<file path="src/hdl/adc_port_pkg.sv">
// Constants and carrier types for the converter output port logic
`default_nettype none
package adc_port_pkg;
	localparam int RESULT_BITS = 16;
	// APB register byte addresses
	localparam logic [7:0] ADDR_CTRL = 8'h00;
	localparam logic [7:0] ADDR_RAW = 8'h04;
	localparam logic [7:0] ADDR_START = 8'h08;
	localparam logic [7:0] ADDR_STATUS = 8'h0c;
	// Control register fields
	localparam int CTRL_BYTE_ORDER_BIT = 0;
	localparam int CTRL_CODING_BIT = 1;
	localparam int CTRL_FAST_BIT = 2;
	localparam int CTRL_RATE_BIT = 3;
	localparam int CTRL_IFACE_BIT = 4;
	localparam logic [4:0] CTRL_RESET = 5'h02;
	localparam logic [15:0] RAW_RESET = 16'h0000;
	localparam int START_GO_BIT = 0;
	// Status register fields
	localparam int STAT_BUSY_BIT = 0;
	localparam int STAT_MODE_LSB = 1;
	localparam int STAT_STATE_LSB = 4;
	localparam int STAT_PENDING_BIT = 7;
	localparam int STAT_DIV_LSB = 8;
	localparam int STAT_CLKSRC_BIT = 10;
	localparam int STAT_TIMING_BIT = 11;
	localparam int STAT_POL_BIT = 12;
	localparam int STAT_RESULT_LSB = 16;
	// Dual-purpose data pins, index into d_in
	localparam int PIN_DIV0 = 2;
	localparam int PIN_DIV1 = 3;
	localparam int PIN_CLK_SRC = 4;
	localparam int PIN_POLARITY = 5;
	localparam int PIN_TIMING = 7;
	localparam logic [15:0] OE_SERIAL_MASK = 16'h0003;
	localparam logic [15:0] OE_PARALLEL_MASK = 16'hffff;
	localparam logic [7:0] PIN_LVL_RESET = 8'h40;
	// Timing
	localparam int CLK_PERIOD_NS = 10;
	localparam int CONV_FAST_NS = 360;
	localparam int CONV_NORMAL_NS = 485;
	localparam int CONV_FAST_CYCLES = CONV_FAST_NS / CLK_PERIOD_NS;
	localparam int CONV_NORMAL_CYCLES = CONV_NORMAL_NS / CLK_PERIOD_NS;
	localparam int SCLK_MIN_NS_0 = 8;
	localparam int SCLK_MIN_NS_1 = 16;
	localparam int SCLK_MIN_NS_2 = 32;
	localparam int SCLK_MIN_NS_3 = 64;
	localparam int SCLK_HALF_0 = (SCLK_MIN_NS_0 + 2 * CLK_PERIOD_NS - 1) / (2 * CLK_PERIOD_NS);
	localparam int SCLK_HALF_1 = (SCLK_MIN_NS_1 + 2 * CLK_PERIOD_NS - 1) / (2 * CLK_PERIOD_NS);
	localparam int SCLK_HALF_2 = (SCLK_MIN_NS_2 + 2 * CLK_PERIOD_NS - 1) / (2 * CLK_PERIOD_NS);
	localparam int SCLK_HALF_3 = (SCLK_MIN_NS_3 + 2 * CLK_PERIOD_NS - 1) / (2 * CLK_PERIOD_NS);

	typedef enum logic [2:0] {
		MODE_WIDEBAND = 3'b001,
		MODE_FAST = 3'b010,
		MODE_RATE_INDEP = 3'b100
	} conv_mode_t;

	typedef enum logic [2:0] {
		SER_IDLE = 3'b001,
		SER_MASTER = 3'b010,
		SER_SLAVE = 3'b100
	} ser_state_t;

	typedef struct packed {
		logic iface_serial;
		logic rate_indep;
		logic fast_mode;
		logic output_coding_select;
		logic byte_order_select;
	} port_cfg_t;

	typedef struct packed {
		logic frame_marker_polarity;
		logic read_timing_select;
		logic clock_source_select;
		logic [1:0] serial_clock_divider;
	} serial_cfg_t;
endpackage : adc_port_pkg
`default_nettype wire

</file>
<file path="src/hdl/pin_sync.sv">
// Three-stage synchroniser for asynchronous pin inputs
`default_nettype none
module pin_sync #(
	parameter int WIDTH = 1,
	parameter logic [WIDTH-1:0] RESET_VALUE = '0
) (
	input wire logic clk,
	input wire logic rst_n,
	input wire logic [WIDTH-1:0] d,
	output logic [WIDTH-1:0] q2,
	output logic [WIDTH-1:0] q3
);
	logic [WIDTH-1:0] q1;
	logic [WIDTH-1:0] next_q1;
	logic [WIDTH-1:0] next_q2;
	logic [WIDTH-1:0] next_q3;

	always_comb begin
		next_q1 = d;
		next_q2 = q1;
		next_q3 = q2;
	end

	// Reset to the idle pin levels, so no false edge follows reset
	always_ff @(posedge clk or negedge rst_n) begin
		if (!rst_n) begin
			q1 <= RESET_VALUE;
			q2 <= RESET_VALUE;
			q3 <= RESET_VALUE;
		end else begin
			q1 <= next_q1;
			q2 <= next_q2;
			q3 <= next_q3;
		end
	end
endmodule : pin_sync
`default_nettype wire

</file>
<file path="src/hdl/adc_output_port_config.sv">
// Output port configuration, coding and serial/parallel delivery of results
// Notes on behaviour
// - Byte order high: low byte on upper lanes, high byte on lower lanes.
// - Byte order low: low byte on lower lanes, high byte on upper lanes.
// - Coding select high: results in straight offset binary.
// - Coding select low: only the top bit inverted, giving twos complement.
// - Fast and rate-independent selects both high: wideband fastest mode.
// - Fast high, rate-independent low: fastest mode without wideband.
// - Both selects low: rate-independent mode, full accuracy at any rate.
// - Serial interface: some data pins form serial port, rest high impedance.
// - Parallel interface: results delivered on the parallel data bus.
// - The two lowest data bits stay outputs in every mode.
// - In parallel mode dual-purpose pins are result bits two to seven.
// - Master read-after-convert: divider pins slow the internal serial clock.
// - Other serial modes: divider pins high impedance and ignored.
// - Clock source low: device is master and drives its serial clock.
// - Clock source high: host clocks, gated by chip select; device follows.
// - Divider codes give minimum clock periods of 8, 16, 32, 64 ns.
// - Timing high: previous result during conversion; low: after completion.
// - Master frame marker active high when polarity low, else active low.
// - Slave: daisy input appears on serial output after 16 clocks.
`default_nettype none
module adc_output_port_config
	import adc_port_pkg::*;
(
	input wire logic clk,
	input wire logic rst_n,
	input wire logic psel,
	input wire logic penable,
	input wire logic pwrite,
	input wire logic [7:0] paddr,
	input wire logic [31:0] pwdata,
	output logic [31:0] prdata,
	output logic pready,
	output logic pslverr,
	input wire logic [15:0] d_in,
	output logic [15:0] d_out,
	output logic [15:0] d_oe,
	input wire logic cs_n,
	input wire logic sclk_in,
	output logic sclk_out,
	output logic sclk_oe,
	output logic frame_marker,
	output logic frame_marker_oe,
	output logic serial_result_out,
	output logic serial_result_oe,
	output logic busy
);
	function automatic logic [15:0] apply_coding(input logic [15:0] w, input logic straight);
		apply_coding = w ^ {~straight, 15'h0000};
	endfunction : apply_coding

	// Register bus
	port_cfg_t cfg;
	port_cfg_t next_cfg;
	logic [15:0] raw;
	logic [15:0] next_raw;
	logic [31:0] next_prdata;
	logic wr_access;
	logic mapped;
	logic start_req;

	// Conversion
	conv_mode_t mode;
	logic [5:0] conv_len;
	logic [5:0] conv_cnt;
	logic [5:0] next_conv_cnt;
	logic next_busy;
	logic [15:0] result_word;
	logic [15:0] next_result_word;
	logic [15:0] next_d_out;
	logic [15:0] coded;
	logic conv_start;
	logic conv_done;

	// Serial side
	logic [7:0] sync2;
	logic [7:0] sync3;
	logic [7:0] pin_lvl;
	logic [7:0] next_pin_lvl;
	serial_cfg_t scfg;
	logic cs_lvl;
	logic sclk_rise;
	logic daisy_chain_in;
	logic [1:0] eff_div;
	logic [2:0] half_len;
	ser_state_t state;
	ser_state_t next_state;
	logic [15:0] shreg;
	logic [15:0] next_shreg;
	logic [15:0] tx_word;
	logic [15:0] next_tx_word;
	logic [3:0] bit_cnt;
	logic [3:0] next_bit_cnt;
	logic [2:0] half_cnt;
	logic [2:0] next_half_cnt;
	logic sclk_lvl;
	logic next_sclk_lvl;
	logic next_frame_marker;
	logic pending;
	logic next_pending;
	logic trigger;
	logic take;

	always_comb begin
		mapped = (paddr == ADDR_CTRL) || (paddr == ADDR_RAW) ||
			(paddr == ADDR_START) || (paddr == ADDR_STATUS);
		wr_access = psel && penable && pwrite && mapped;
		start_req = wr_access && (paddr == ADDR_START) && pwdata[START_GO_BIT];
		pready = 1'b1;
		pslverr = psel && penable && !mapped;
		next_cfg = cfg;
		next_raw = raw;
		if (wr_access && paddr == ADDR_CTRL) begin
			next_cfg = pwdata[4:0];
		end
		if (wr_access && paddr == ADDR_RAW) begin
			next_raw = pwdata[15:0];
		end
		next_prdata = prdata;
		if (psel && !penable) begin
			next_prdata = 32'h0000_0000;
			case (paddr)
				ADDR_CTRL: next_prdata[4:0] = cfg;
				ADDR_RAW: next_prdata[15:0] = raw;
				ADDR_STATUS: begin
					next_prdata[STAT_BUSY_BIT] = busy;
					next_prdata[STAT_MODE_LSB +: 3] = mode;
					next_prdata[STAT_STATE_LSB +: 3] = state;
					next_prdata[STAT_PENDING_BIT] = pending;
					next_prdata[STAT_DIV_LSB +: 2] = eff_div;
					next_prdata[STAT_CLKSRC_BIT] = scfg.clock_source_select;
					next_prdata[STAT_TIMING_BIT] = scfg.read_timing_select;
					next_prdata[STAT_POL_BIT] = scfg.frame_marker_polarity;
					next_prdata[STAT_RESULT_LSB +: 16] = coded;
				end
				default: next_prdata = 32'h0000_0000;
			endcase
		end
	end

	// Read data is captured in the setup phase so the access phase answers at once
	always_ff @(posedge clk or negedge rst_n) begin
		if (!rst_n) begin
			cfg <= CTRL_RESET;
			raw <= RAW_RESET;
			prdata <= 32'h0000_0000;
		end else begin
			cfg <= next_cfg;
			raw <= next_raw;
			prdata <= next_prdata;
		end
	end

	always_comb begin
		case ({cfg.fast_mode, cfg.rate_indep})
			2'b11: mode = MODE_WIDEBAND;
			2'b10: mode = MODE_FAST;
			default: mode = MODE_RATE_INDEP;
		endcase
		// Fastest modes share one conversion time; rate-independent mode takes the longer normal time
		conv_len = (mode == MODE_RATE_INDEP) ? 6'(CONV_NORMAL_CYCLES) : 6'(CONV_FAST_CYCLES);
		conv_start = start_req && !busy;
		conv_done = busy && (conv_cnt == 6'h00);
		next_busy = busy;
		next_conv_cnt = conv_cnt;
		next_result_word = result_word;
		if (conv_start) begin
			next_busy = 1'b1;
			next_conv_cnt = conv_len - 6'h01;
		end else if (conv_done) begin
			next_busy = 1'b0;
			next_result_word = raw;
		end else if (busy) begin
			next_conv_cnt = conv_cnt - 6'h01;
		end
		coded = apply_coding(result_word, cfg.output_coding_select);
		if (cfg.byte_order_select) begin
			next_d_out = {coded[7:0], coded[15:8]};
		end else begin
			next_d_out = coded;
		end
		// D0 and D1 are never turned around
		d_oe = cfg.iface_serial ? OE_SERIAL_MASK : OE_PARALLEL_MASK;
	end

	always_ff @(posedge clk or negedge rst_n) begin
		if (!rst_n) begin
			busy <= 1'b0;
			conv_cnt <= 6'h00;
			result_word <= 16'h0000;
			d_out <= 16'h0000;
		end else begin
			busy <= next_busy;
			conv_cnt <= next_conv_cnt;
			result_word <= next_result_word;
			d_out <= next_d_out;
		end
	end

	pin_sync #(
		.WIDTH(8),
		.RESET_VALUE(PIN_LVL_RESET)
	) u_pin_sync (
		.clk(clk),
		.rst_n(rst_n),
		.d({sclk_in, cs_n, d_in[7:2]}),
		.q2(sync2),
		.q3(sync3)
	);

	always_comb begin
		// A pin level moves only once the last two stages agree
		next_pin_lvl = (sync2 & sync3) | (pin_lvl & (sync2 ^ sync3));
		sclk_rise = sync2[7] && sync3[7] && !pin_lvl[7];
		cs_lvl = pin_lvl[6];
		scfg.serial_clock_divider = {pin_lvl[PIN_DIV1 - 2], pin_lvl[PIN_DIV0 - 2]};
		scfg.clock_source_select = pin_lvl[PIN_CLK_SRC - 2];
		scfg.frame_marker_polarity = pin_lvl[PIN_POLARITY - 2];
		scfg.read_timing_select = pin_lvl[PIN_TIMING - 2];
		daisy_chain_in = pin_lvl[PIN_TIMING - 2];
		if (!scfg.clock_source_select && !scfg.read_timing_select) begin
			eff_div = scfg.serial_clock_divider;
		end else begin
			eff_div = 2'b00;
		end
		case (eff_div)
			2'b00: half_len = 3'(SCLK_HALF_0);
			2'b01: half_len = 3'(SCLK_HALF_1);
			2'b10: half_len = 3'(SCLK_HALF_2);
			default: half_len = 3'(SCLK_HALF_3);
		endcase
	end

	always_comb begin
		next_state = state;
		next_shreg = shreg;
		next_bit_cnt = bit_cnt;
		next_half_cnt = half_cnt;
		next_sclk_lvl = sclk_lvl;
		next_tx_word = tx_word;
		take = 1'b0;
		trigger = cfg.iface_serial && !scfg.clock_source_select &&
			(scfg.read_timing_select ? conv_start : conv_done);
		if (trigger) begin
			if (scfg.read_timing_select) begin
				next_tx_word = coded;
			end else begin
				next_tx_word = apply_coding(raw, cfg.output_coding_select);
			end
		end
		case (state)
			SER_IDLE: begin
				next_sclk_lvl = 1'b0;
				if (cfg.iface_serial && !scfg.clock_source_select && pending && !cs_lvl) begin
					next_state = SER_MASTER;
					take = 1'b1;
					next_shreg = tx_word;
					next_bit_cnt = 4'h0;
					next_half_cnt = half_len - 3'h1;
				end else if (cfg.iface_serial && scfg.clock_source_select && !cs_lvl) begin
					next_state = SER_SLAVE;
					next_shreg = coded;
				end
			end
			SER_MASTER: begin
				if (!cfg.iface_serial || cs_lvl) begin
					next_state = SER_IDLE;
				end else if (half_cnt == 3'h0) begin
					next_half_cnt = half_len - 3'h1;
					next_sclk_lvl = !sclk_lvl;
					// Data moves on the falling half so the host samples on the rise
					if (sclk_lvl) begin
						if (bit_cnt == 4'hf) begin
							next_state = SER_IDLE;
						end else begin
							next_shreg = {shreg[14:0], 1'b0};
							next_bit_cnt = bit_cnt + 4'h1;
						end
					end
				end else begin
					next_half_cnt = half_cnt - 3'h1;
				end
			end
			SER_SLAVE: begin
				if (!cfg.iface_serial || cs_lvl || !scfg.clock_source_select) begin
					next_state = SER_IDLE;
				end else if (sclk_rise) begin
					next_shreg = {shreg[14:0], daisy_chain_in};
				end
			end
			default: next_state = SER_IDLE;
		endcase
		// A new trigger in the same cycle as the take keeps the frame queued
		next_pending = (pending && !take) || trigger;
		next_frame_marker = (next_state == SER_MASTER) ^ scfg.frame_marker_polarity;
		sclk_oe = cfg.iface_serial && !scfg.clock_source_select;
		frame_marker_oe = sclk_oe;
		serial_result_oe = (state == SER_MASTER) || (state == SER_SLAVE);
		serial_result_out = shreg[15];
		sclk_out = sclk_lvl;
	end

	always_ff @(posedge clk or negedge rst_n) begin
		if (!rst_n) begin
			pin_lvl <= PIN_LVL_RESET;
			state <= SER_IDLE;
			shreg <= 16'h0000;
			tx_word <= 16'h0000;
			bit_cnt <= 4'h0;
			half_cnt <= 3'h0;
			sclk_lvl <= 1'b0;
			frame_marker <= 1'b0;
			pending <= 1'b0;
		end else begin
			pin_lvl <= next_pin_lvl;
			state <= next_state;
			shreg <= next_shreg;
			tx_word <= next_tx_word;
			bit_cnt <= next_bit_cnt;
			half_cnt <= next_half_cnt;
			sclk_lvl <= next_sclk_lvl;
			frame_marker <= next_frame_marker;
			pending <= next_pending;
		end
	end
endmodule : adc_output_port_config
`default_nettype wire

</file>
<file path="config.mk">
export PLATFORM = sky130hd
export DESIGN_NAME = adc_output_port_config
export DESIGN_NICKNAME = d
export VERILOG_FILES = /design/src/hdl/adc_port_pkg.sv /design/src/hdl/pin_sync.sv /design/src/hdl/adc_output_port_config.sv
export SDC_FILE = /design/constraint.sdc
export NUM_CORES = 1
export LEC_CHECK = 0
export ABC_CLOCK_PERIOD_IN_PS = 4700
export BUFFER_PORTS_ARGS = -buffer_cell sky130_fd_sc_hd__buf_2
export CORE_UTILIZATION = 60
export DETAILED_ROUTE_END_ITERATION = 7
export PLACE_DENSITY = 0.85
export SYNTH_ARGS = -nofsm -noshare
export SYNTH_HDL_FRONTEND = slang
export SYNTH_SLANG_ARGS = --single-unit
export TNS_END_PERCENT = 10
</file>
<file path="constraint.sdc">
create_clock -name clk -period 4.7 [get_ports clk]
set_input_delay 0.235 -clock clk [delete_from_list [all_inputs] [get_ports clk]]
set_output_delay 0.235 -clock clk [all_outputs]
set_load 0.005 [all_outputs]
</file>
==> reports/results.env <==
STATUS='finished with violations'
VIOLATIONS='negative hold slack'
PLACEABLECOREAREA_UM2=12100
ROUTE.DETAILED.DRC=0
DR.FIRST_ITER.DRC_COUNT=458
SYN_TO_FINAL_GROWTH_PCT=14.1
GP_CONGESTION=0.799
FINALWORSTSETUPSLACK_PS=1980
PATH_CLK_SLEW_PS=60
MOST-COMMON-LAYOUT-CELLS='dfrtp_1, buf_2, o21ai_0, nor2_1, nand2_1'
DP_HPWL_MM=11.0
PWR_DENSITY_CELL_nW_PER_UM2=420
ROUTE.DETAILED.WL_PER_INST_UM=18.0
ANTENNA_FOUND_INITIAL=0
SYNTH_SEQUENTIAL_AREA_RATIO_PCT=54.9
TRACK_USAGE_PCT=26.9
CLASS_OF_THE_MOST_CRITICAL_SETUP_PATH='reg -> reg'
ROWS=40
WORSTPATHCELLLIST='or4_4 > nor2_4 > o21ai_4 > a21oi_4 > mux2_4'
HOLD_PATH.CLASS='in -> async'
TIMING.CRITICAL_PATH.BUF_INV=0
INSERTEDDIODECOUNT=0
GRT.OVERFLOW.TOTAL=0
ANTENNA_VIOLATING_NETS_POST_ROUTE=0
YOSYS_REGISTER_BITS=165
SYNTH_ASYNC_SR_FLOP_SHARE_PCT=100
CTS-ROOT-TO-SINK-BUFFERS=2
DRT-VIAS-PER-INSTANCE=5.89
FINAL.MIN_CLOCK_PERIOD_PS=2720
SLEW_HEADROOM_PCT=15.3
SYNTH_AREA_PER_CELL_UM2=11.6
REPORT.FINAL.SLEW_VIOL_COUNT=0
CRIT_PATH_START_KIND='flop'
MAX_H_TREE_LEVEL=4
FINAL_NETS=802
CTS-ROOT-BUF='clkbuf_16'
PLACE_WS_PS=2020
SYNTHESIS.YOSYS.WARNINGS=0
SLOWEST_STAGE='nor2_4'
MAX_FREQ_MHz=368
SYNTH_EDF_COUNT=0
FP.DIEH_UM=114
POST_CTS_RESIZED=0
TIMING.CRITICAL_PATH.TO_TYPE='flop'
TNS_PS=0
GRT_MAX_DEGREE=125
POST_DP_CELL_AREA_UM2=7980
SYNTH_FF_TYPE='dfrtp_1'
GLOBAL_ROUTE_WIRE_LENGTH_BEFORE_REPAIR_MM=26.9
TOP_LEVEL_PORTS=136
DIE_W_UM=114
P_LEAK_nW=4.26
TIMING.HOLD.WS_PS=-52.3
CRITPATHREQUIREDTIME_PS=5010
IO_BUFFER_COUNT=105
YS_TYPES=60
GRT_SETUP_UNREPAIRED='false'
REPORT.FINAL.HOLD_VIOL_COUNT=34
CRITICAL_PATH.MAX_STAGE_DELAY_PS=760
INITIAL_UTIL_PCT=62.2
CRIT_FAMILY='simple AND/OR/NAND/NOR gates'
SYNTH_CELLS=648
DIE_AREA_UM2=13000
MAPPEDNETLISTAREA_UM2=7530
WORSTPATHARRIVAL_PS=3030
CLOCK_TREE_FROM_TRITONCTS='built'
LAYOUT.FILLER_CELLS=791
INSERTION_DELAY_PS=430
DETAILROUTE.VIA_COUNT=5352
POSTLAYOUTCELLAREA_UM2=8600
CTS_BUF_COUNT=17
CLOCK_SKEW_PS=8.85
DRIVE_ABOVE_1_SHARE_PCT=30.5
POST-ROUTE-PERIOD-UTIL_PCT=57.8
R2R_SLACK_PS=1980
CRIT_FANOUT=41
FIRST_PASS_ITERS=6
CTS_NUM_SINKS=165
MOST_COMMON_CELL_AFTER_LAYOUT_FILL_AND_TAPS_ASIDE='dfrtp_1'
SETUP_VIOL=0
VIA_COUNT_OF_THE_FIRST_GLOBAL_ROUTING_PASS=5302
MAX_SLEW.WORST_PIN.SLEW_PS=1270
IRDROPWORSTVDD_mV=0.264
TOTALWIRELENGTH_MM=16.3
MAX_CAP_VIOLATIONS=0
-- layer usage --
metal	GRT usage [%]	up-vias	part of all wire, %
met3	7.62	46	6.4
met5	0	-	0
met4	12.3	0	2.9
met2	42.7	205	48
met1	34.4	2657	43
li1	-	2444	-
-- registers in the layout (all words and copies together) (netlist names) --
signal              cells
busy                    1
u_pin_sync.next_q2      7
prdata                 32
pending                 1
pin_lvl                 7
raw                    16
u_pin_sync.q2           7
frame_marker            1
d_out                  16
conv_cnt                6
u_pin_sync.q3           7
result_word            16
sclk_out                1
cfg                     5
half_cnt                3
shreg                  16
bit_cnt                 4
state                   3
tx_word                16
-- worst paths after layout --
| path | from | depth (start not counted) | end |
|---|---|---|---|
| max | conv_cnt[1]$_DFFE_PN0P_ | 5 | tx_word[15]$_DFFE_PN0P_ |
| min | rst_n | 1 | prdata[14]$_DFFE_PN0P_ |
| max reg2reg | conv_cnt[1]$_DFFE_PN0P_ | 5 | tx_word[15]$_DFFE_PN0P_ |
| min reg2reg | u_pin_sync.next_q2[5]$_DFF_PN0_ | 0 | u_pin_sync.q2[5]$_DFF_PN0_ |
| max in group asynchronous | rst_n | 2 | cfg[1]$_DFFE_PN1P_ |
| min in group clk | pwdata[9] | 2 | raw[9]$_DFFE_PN0P_ |
-- metrics by stage --
step | cells | power [mW] | hold WS [ps] | util (%)
after floorplan | 650 | 2.19 | -60.6 | -
after global placement | 870 | 2.30 | 332 | 65.9
after detailed placement | 870 | 2.35 | 336 | 65.9
after CTS | 909 | 3.61 | 35.3 | 71.0
after global routing | 909 | 3.76 | 45.2 | 71.0
final | 909 | 3.61 | -52.3 | 71.0
-- where the power goes --
part | switching, mW | leakage, nW | total [mW] | internal (mW)
sequential | 0.139 | 2.17 | 1.72 | 1.58
clock | 0.543 | 0.258 | 1.27 | 0.727
combinational | 0.324 | 1.83 | 0.625 | 0.300
total | 1.01 | 4.26 | 3.61 | 2.60
-- cells in the mapped netlist, types with 2 or more instances --
master    instances  area (um2)
xor2_1            6        52.6
dfrtp_1         159        3980
nor3b_1           2        15.0
a21o_1            8        60.1
mux2_4           11         165
nand2b_1          4        25.0
buf_4            23         173
nand4_1           3        18.8
a21oi_4           2        32.5
a21oi_1          21         105
nand3b_1          2        15.0
dfstp_2           6         158
a22o_1           26         228
nor3_1           15        75.1
buf_1             3        11.3
and4bb_2          2        25.0
nand3_1           6        30.0
clkbuf_1         18        67.6
ha_1             11         138
xnor2_1           3        26.3
inv_1            13        48.8
o22ai_1           2        12.5
nor4b_4           2        47.6
nand4_2           2        25.0
o22a_1            6        52.6
nor2_1           55         206
nand2_1          52         195
o21ai_0          56         280
mux2_2           46         518
or2b_1            2        15.0
buf_2            11        55.1
a31oi_1           7        43.8
o221a_2           9         101
and3_1            4        25.0
mux2i_1          25         250
-- final cells by class --
class	instances	area (um2)	area share [%]
flip-flops and latches	165	4140	48.1
repair buffers	115	624	7.26
multi-input cells	416	3030	35.3
inverters	13	48.8	0.568
clock buffers	24	492	5.72
clock inverters	8	50.0	0.582
well taps	168	210	2.45
-- cells by family after synthesis --
logic type | synth area share (%)
AOI/OAI and AO/OA | 13.1
xor gates and xnor gates | 1.05
adders and majority gates | 1.83
buffers and inverters | 4.92
DFF | 54.9
muxes | 12.4
other | 0.0498
and+or+nand+nor | 11.8
-- what timing repair did --
action                    4_1_cts  5_1_grt
hold endpoints to repair        7        0
setup buffers                   0        0
hold buffers                    7        0
Note: power is estimated with default switching activity, not from simulation.
